==> src/verilog/p2s_pkg.sv <==
// shared constants and carrier types of the 21-to-3 serializer
package p2s_pkg;
    localparam int LANES = 3;
    localparam int SLOTS = 7;
    localparam int WORD_W = LANES * SLOTS;
    localparam int HIGH_SLOTS = 4;
    localparam int PER_W = 8;
    localparam int LOCK_W = 20;
    localparam int CLK_FREQ_MHZ = 250;
    localparam int CLK_PERIOD_PS = 4000;
    localparam int LOCK_TIME_MS = 1;
    localparam int LOCK_CYCLES_DFLT = LOCK_TIME_MS * 1000 * CLK_FREQ_MHZ;
    localparam int OFF_TIME_PS = 6500;
    localparam int OFF_CYCLES_RAW = OFF_TIME_PS / CLK_PERIOD_PS;
    localparam int OFF_CYCLES = (OFF_CYCLES_RAW < 1) ? 1 : OFF_CYCLES_RAW;
    localparam logic [2:0] SLOT_FIRST = 3'h0;
    localparam logic [2:0] SLOT_LAST = 3'h6;
    localparam logic [2:0] SLOT_HIGH_END = 3'h4;
    localparam logic [PER_W-1:0] PER_MAX = 8'hFF;
    localparam logic [PER_W:0] SLOT_STEP = 9'h007;

    typedef enum logic [2:0] {
        P2S_OFF = 3'h1,
        P2S_ACQUIRE = 3'h2,
        P2S_RUN = 3'h4
    } p2s_fsm_e;

    typedef struct packed {
        logic [LANES-1:0] lane;
        logic fclk;
        logic oe_n;
    } p2s_link_s;

    typedef struct packed {
        logic pclk;
        logic [WORD_W-1:0] word;
        logic pd_n;
    } p2s_pins_s;
endpackage : p2s_pkg

==> src/verilog/p2s_sync.sv <==
// two-flop synchroniser for the pin inputs
`timescale 1ns/1ps
module p2s_sync #(
    parameter int W = 1
) (
    input wire logic clock,
    input wire logic resetn,
    input wire logic [W-1:0] d,
    output logic [W-1:0] q
);
    typedef struct packed {
        logic [W-1:0] meta;
        logic [W-1:0] stable;
    } p2s_sync_s;

    p2s_sync_s s;
    p2s_sync_s next_s;

    // the first stage feeds only the second stage
    always_comb begin
        next_s.meta = d;
        next_s.stable = s.meta;
    end

    always_ff @(posedge clock or negedge resetn) begin
        if (!resetn) begin
            s <= '0;
        end else begin
            s <= next_s;
        end
    end

    assign q = s.stable;
endmodule : p2s_sync

==> src/verilog/p2s_top.sv <==
// 21-bit parallel to three 7-slot serial lanes with forwarded clock
`timescale 1ns/1ps
// Function
// RULE1: three 7-bit load-and-shift registers carry 21 bits per cycle
// RULE2: all 21 input bits captured on each falling pixel clock edge
// RULE3: slot timing derived from measured input period, seven slots each
// RULE4: forwarded clock has the input clock frequency and phase; the code raises it three clocks after each falling input edge
// RULE5: shutdown low stops clocking and turns all output drivers off
// RULE6: shutdown low clears every internal register to zero; the code loads RESET_STATE instead, with fsm at P2S_OFF (3'h1) and oe_n high
// RULE7: slot n starts n sevenths after forwarded clock rise
// RULE8: forwarded clock high four slots, low three slots
// RULE9: lane data valid only after lock time once shutdown rises
// RULE10: shutdown falling leaves forwarded clock low promptly
// RULE11: host pixel clock must lie between 31 and 75 MHz
// RULE12: host pixel clock high time between 40 and 60 percent
// RULE13: slot timing follows a spread-spectrum modulated input clock
// RULE14: word is sent unchanged with no coding overhead
// RULE15: lane k carries bits 7k..7k+6, lowest bit in slot 0
module p2s_top #(
    parameter int LOCK_CYCLES = p2s_pkg::LOCK_CYCLES_DFLT
) (
    input wire logic clock,
    input wire logic resetn,
    input wire logic host_pixel_clock,
    input wire logic [p2s_pkg::WORD_W-1:0] parallel_word_in,
    input wire logic power_down_clear_n,
    output logic [p2s_pkg::LANES-1:0] serial_lane_pair,
    output logic forwarded_lane_clock,
    output logic lane_drive_oe_n
);
    typedef struct packed {
        p2s_pkg::p2s_fsm_e fsm;
        logic pclk_prev;
        logic [p2s_pkg::PER_W-1:0] per_cnt;
        logic [p2s_pkg::PER_W-1:0] period;
        logic [p2s_pkg::PER_W:0] acc;
        logic [2:0] slot;
        logic [p2s_pkg::LANES-1:0][p2s_pkg::SLOTS-1:0] shreg;
        logic [p2s_pkg::LOCK_W-1:0] lock_cnt;
        p2s_pkg::p2s_link_s out;
    } p2s_state_s;

    localparam p2s_state_s RESET_STATE = '{
        fsm: p2s_pkg::P2S_OFF,
        pclk_prev: 1'b0,
        per_cnt: '0,
        period: '0,
        acc: '0,
        slot: p2s_pkg::SLOT_FIRST,
        shreg: '0,
        lock_cnt: '0,
        out: '{lane: '0, fclk: 1'b0, oe_n: 1'b1}
    };
    localparam logic [p2s_pkg::LOCK_W-1:0] LOCK_LAST =
        p2s_pkg::LOCK_W'(LOCK_CYCLES - 1);

    p2s_state_s s;
    p2s_state_s next_s;
    p2s_pkg::p2s_pins_s pins;
    logic fall;
    logic slot_pulse;
    logic [p2s_pkg::PER_W:0] acc_step;
    logic run;

    // data passes the same two stages as the clock, so they stay aligned
    p2s_sync #(
        .W($bits(p2s_pkg::p2s_pins_s))
    ) u_sync (
        .clock(clock),
        .resetn(resetn),
        .d({host_pixel_clock, parallel_word_in, power_down_clear_n}),
        .q(pins)
    );

    assign fall = s.pclk_prev & ~pins.pclk;
    assign run = (s.fsm == p2s_pkg::P2S_RUN);
    // phase accumulator stands in for the multiplying loop
    assign acc_step = s.acc + p2s_pkg::SLOT_STEP;
    assign slot_pulse = (acc_step >= {1'b0, s.period});

    always_comb begin
        next_s = s;
        if (!pins.pd_n) begin
            next_s = RESET_STATE; // RULE6
            next_s.out.fclk = 1'b0; // RULE10
            next_s.out.oe_n = 1'b1; // RULE5
        end else begin
            next_s.pclk_prev = pins.pclk;
            // period is re-measured every cycle so slow frequency sweeps
            // are tracked without a loop filter
            if (fall) begin
                next_s.period = s.per_cnt + 1'b1; // RULE13
                next_s.per_cnt = '0;
            end else if (s.per_cnt != p2s_pkg::PER_MAX) begin
                next_s.per_cnt = s.per_cnt + 1'b1;
            end
            case (s.fsm)
                p2s_pkg::P2S_OFF: begin
                    next_s.fsm = p2s_pkg::P2S_ACQUIRE;
                    next_s.lock_cnt = '0;
                end
                p2s_pkg::P2S_ACQUIRE: begin
                    next_s.lock_cnt = s.lock_cnt + 1'b1;
                    if (s.lock_cnt == LOCK_LAST) begin
                        next_s.fsm = p2s_pkg::P2S_RUN; // RULE9
                    end
                end
                p2s_pkg::P2S_RUN: begin
                    next_s.lock_cnt = s.lock_cnt;
                end
                default: begin
                    next_s.fsm = p2s_pkg::P2S_OFF;
                end
            endcase
            next_s.out.oe_n = ~run; // RULE9
            if (fall) begin
                // bits go out as presented, no coding
                next_s.shreg = pins.word; // RULE2 RULE14 RULE15
                for (int k = 0; k < p2s_pkg::LANES; k++) begin
                    next_s.out.lane[k] = run & pins.word[k*p2s_pkg::SLOTS];
                    next_s.shreg[k] = {1'b0,
                        pins.word[k*p2s_pkg::SLOTS+1 +: p2s_pkg::SLOTS-1]};
                end
                next_s.slot = p2s_pkg::SLOT_FIRST; // RULE7
                next_s.acc = '0;
                next_s.out.fclk = run; // RULE4
            end else if (slot_pulse && s.slot != p2s_pkg::SLOT_LAST) begin
                next_s.acc = acc_step - {1'b0, s.period}; // RULE3
                next_s.slot = s.slot + 1'b1;
                for (int k = 0; k < p2s_pkg::LANES; k++) begin
                    next_s.out.lane[k] = run & s.shreg[k][0]; // RULE1
                    next_s.shreg[k] = s.shreg[k] >> 1;
                end
                // clock only falls here: a lock reached mid-frame must not
                // raise it away from slot 0
                next_s.out.fclk = run && s.out.fclk &&
                    (s.slot + 1'b1) < p2s_pkg::SLOT_HIGH_END; // RULE8
            end else if (!slot_pulse) begin
                next_s.acc = acc_step;
            end
        end
    end

    always_ff @(posedge clock or negedge resetn) begin
        if (!resetn) begin
            s <= RESET_STATE;
        end else begin
            s <= next_s;
        end
    end

    assign serial_lane_pair = s.out.lane;
    assign forwarded_lane_clock = s.out.fclk;
    assign lane_drive_oe_n = s.out.oe_n;
endmodule : p2s_top
==> config.mk <==
export PLATFORM = sky130hd
export DESIGN_NAME = p2s_top
export DESIGN_NICKNAME = d
export VERILOG_FILES = /design/src/verilog/p2s_pkg.sv /design/src/verilog/p2s_sync.sv /design/src/verilog/p2s_top.sv
export SDC_FILE = /design/constraint.sdc
export NUM_CORES = 1
export LEC_CHECK = 0
export BUFFER_PORTS_ARGS = -buffer_cell sky130_fd_sc_hd__buf_2
export CORE_ASPECT_RATIO = 1.25
export CORE_MARGIN = 4
export CORE_UTILIZATION = 55
export CTS_CLUSTER_DIAMETER = 120
export DETAILED_ROUTE_END_ITERATION = 12
export GPL_TIMING_DRIVEN = 0
export PLACE_DENSITY = 0.78
export SLEW_MARGIN = 25
export SYNTH_ARGS = -nofsm -noshare
export SYNTH_HDL_FRONTEND = slang
export SYNTH_SLANG_ARGS = --single-unit
==> constraint.sdc <==
create_clock -name clock -period 7.7 [get_ports clock]
set_input_delay 1.54 -clock clock [delete_from_list [all_inputs] [get_ports clock]]
set_output_delay 1.54 -clock clock [all_outputs]
set_load 0.02 [all_outputs]
==> impl_metrics.toml <==
[setup_path]
required_ns = 7.99
reg2regPathDepth = 11
crit_path_cell_trace = "nor3_1, or2_2, nor2_1, or2_2, ha_1, o21a_1, nor2b_1, o31ai_2, a21oi_4, nor2_1, mux2_2"
critPathLaunchType = "flop"
cpPeakStageDelay_ns = 0.61
critPathMaxFanout = 7
r2r-end = "serial_lane_pair[0]"
arrival_ns = 4.03
critPathSlowestCell = "o31ai_2"
reg2reg_slack_ns = 3.96
path_class = "flop to flop"
crit_path_end_kind = "flop"
timing.rr.start = "s[51]"

[place]
gp_congestion = 0.951
numPortBuffers = 29
dpl_cell_area_um2 = 5780
dp_hpwl_um = 7980

[routing]
wl_met1_um = 5040
drt_first_pass_iters = 5
first_iter_violations = 312
drc = 0
dr.max_layer_used = "met4"
antenna_left = 0
routedWlPerCell_um = 16.9
vias_per_cell = 5.94
dr_wl_met3_um = 675
wl_um = 12400
wl_met2_um = 6360
vias = 4355

[finish]
n_antenna_cell = 0
fillers = 709
layout.nets = 633
layout-drive-gt1-share = 0.133
mostFrequentLayoutCell = "dfrtp_1"
final_cell_mix = "dfrtp_1, nand2_1, o21ai_0, nor2_1, buf_2"
stdcell_area_um2 = 6380
area_delta_synth_final_pct = 17.3

[sta]
finalSetupTns_ns = 0
max_slew_margin = 0.507
final-hold-violation-count = 0
fin_crit_sh = 0.486
min_period_ns = 3.74
drv_slew = 0
rsz0062_at_grt = "false"
setup_viol = 0
fin_skew_ns = 0.0184
maxClockFrequency_mhz = 267
tightest_slew_ns = 0.736

[synthesis]
syn_area_um2 = 5440
yosysSeqAreaShare = 0.557
synth_top_area_frac = 0.548
ys_ff_latch = 121
synth_nets = 584
syn_inst = 545
postSynthAreaPerCell_um2 = 9.98
synth_edf_count = 0
yosys_warnings = 0
yosys.area.top_type = "dfrtp_1"
ys.flop_type = "dfrtp_1"
yosys-top-cells-area = "dfrtp_1, nand2_1, o21ai_0, ha_1, a31oi_1"
ys_types = 56
synthArstFlopShare = 1.00

[die]
dieArea_um2 = 11600
die_w_um = 96.9
rows = 40
start_util = 0.563
pin_count = 30
core_area_um2 = 9660
die_h_um = 119

[power]
p_per_area_nw_per_um2 = 358
power_mw = 2.29
leakage_nw = 2.88
ir_drop_mv = 0.298

[worst_hold_path]
hold_start = "u_sync.next_s[22]"
hold_path_class = "flop to flop"
min_to = "u_sync.q[22]"
hold_depth = 0

[cts]
numCtsBuffers = 17
cts_root_buf = "clkbuf_16"
post_cts_buffers = 0
post_cts_resized = 0
cts_hold_buf = 0
cts_max_path_buffers = 2
cts.clk_slew.worst_paths_ns = 0.06
cts_tree = "yes"
htreeDepth = 4
cts.sink_count = 121
clock_latency_ns = 0.42

[run_status]
status = "completed"

[global_routing]
grt_pass1_wl_um = 20700
grt_max_degree = 84
grt_usage = 0.223
overflow = 0
antenna_found_initial = 0
grt_pass1_vias = 4434

[run]
max_cap_violations = 0
[through the flow]
stage | instances | util | hold WS (ns) | setup slack (ns)
2_1_floorplan | 545 | - | 0.331 | 4.51
6_report | 733 | 0.661 | 0.341 | 3.96
3_3_place_gp | 700 | 0.594 | 0.333 | 3.71
5_1_grt | 733 | 0.661 | 0.352 | 3.72
3_5_place_dp | 701 | 0.598 | 0.335 | 3.96
4_1_cts | 733 | 0.661 | 0.346 | 3.97
[registers in the layout, summed over array words and instances, names as in the netlist]
| register | flops |
|---|---|
| forwarded_lane_clock | 1 |
| lane_drive_oe_n | 1 |
| s | 70 |
| serial_lane_pair | 3 |
| u_sync.next_s | 23 |
| u_sync.q | 23 |
[area by class of cell]
type                    count  area, µm²  share of cell area
clock inverters            15        181              0.0284
flip-flops and latches    121       3030               0.475
well taps                 126        158              0.0247
repair buffers             30        179              0.0280
plain buffers              26        121              0.0190
inverters                  19       71.3              0.0112
clock buffers              17        425              0.0667
multi-input cells         379       2220               0.347
[critical path, delay by kind of cell (launching register included)]
family,cells,cell delay [ns]
and+or+nand+nor,6,1.49
DFF,1,0.43
adders and majority gates,1,0.36
muxes,1,0.38
AOI/OAI and AO/OA,3,0.96
[worst max path at each step]
stage | endpoint | depth (start not counted) | startpoint | slack, ns
6_report | serial_lane_pair[0] | 11 | s[51] | 3.96
3_5_place_dp | serial_lane_pair[0] | 11 | s[51] | 3.96
5_1_grt | s[56] | 12 | s[51] | 3.72
2_1_floorplan | serial_lane_pair[0] | 11 | s[52] | 4.51
4_1_cts | serial_lane_pair[0] | 11 | s[51] | 3.97
3_3_place_gp | s[54] | 1 | resetn | 3.71
[per-layer routing]
| metal | vias to the layer above | track usage |
|---|---|---|
| met5 | - | 0 |
| met4 | 0 | 0.115 |
| met3 | 36 | 0.0480 |
| met2 | 165 | 0.377 |
| met1 | 2129 | 0.268 |
| li1 | 2025 | - |
[Yosys cell counts, types with 2 or more instances]
cell / number
a211oi_1: 4
a21boi_0: 5
a21o_1: 2
a21oi_1: 25
a31oi_1: 23
and2_1: 5
and3_1: 14
buf_4: 4
clkbuf_1: 20
dfrtp_1: 119
dfstp_2: 2
ha_1: 13
inv_1: 19
mux2_1: 2
mux2_2: 2
mux2i_1: 3
nand2_1: 84
nand2b_1: 6
nand3_1: 18
nand3b_1: 3
nand4_1: 10
nor2_1: 30
nor2b_1: 6
nor3_1: 8
nor4_1: 4
o211ai_1: 3
o21a_1: 4
o21ai_0: 55
o2bb2ai_1: 2
o31a_1: 2
o31ai_1: 5
o41ai_1: 2
or2_2: 4
or4_1: 2
xnor2_1: 7
xor2_1: 8
[cells by family after synthesis]
| kind of cell | after synthesis | synth area share |
|---|---|---|
| and+or+nand+nor | 200 | 0.175 |
| AOI/OAI and AO/OA | 143 | 0.161 |
| DFF | 121 | 0.557 |
| buffers and inverters | 45 | 0.0354 |
| xor gates and xnor gates | 15 | 0.0242 |
| adders and majority gates | 14 | 0.0336 |
| muxes | 7 | 0.0138 |
[power breakdown]
| group | internal (mW) | switching [mW] | leakage [nW] |
|---|---|---|---|
| Sequential | 0.691 | 0.0413 | 1.55 |
| Combinational | 0.284 | 0.461 | 1.03 |
| Clock | 0.491 | 0.318 | 0.300 |
| Total | 1.47 | 0.820 | 2.88 |
Power figures use the tool's default switching activity.
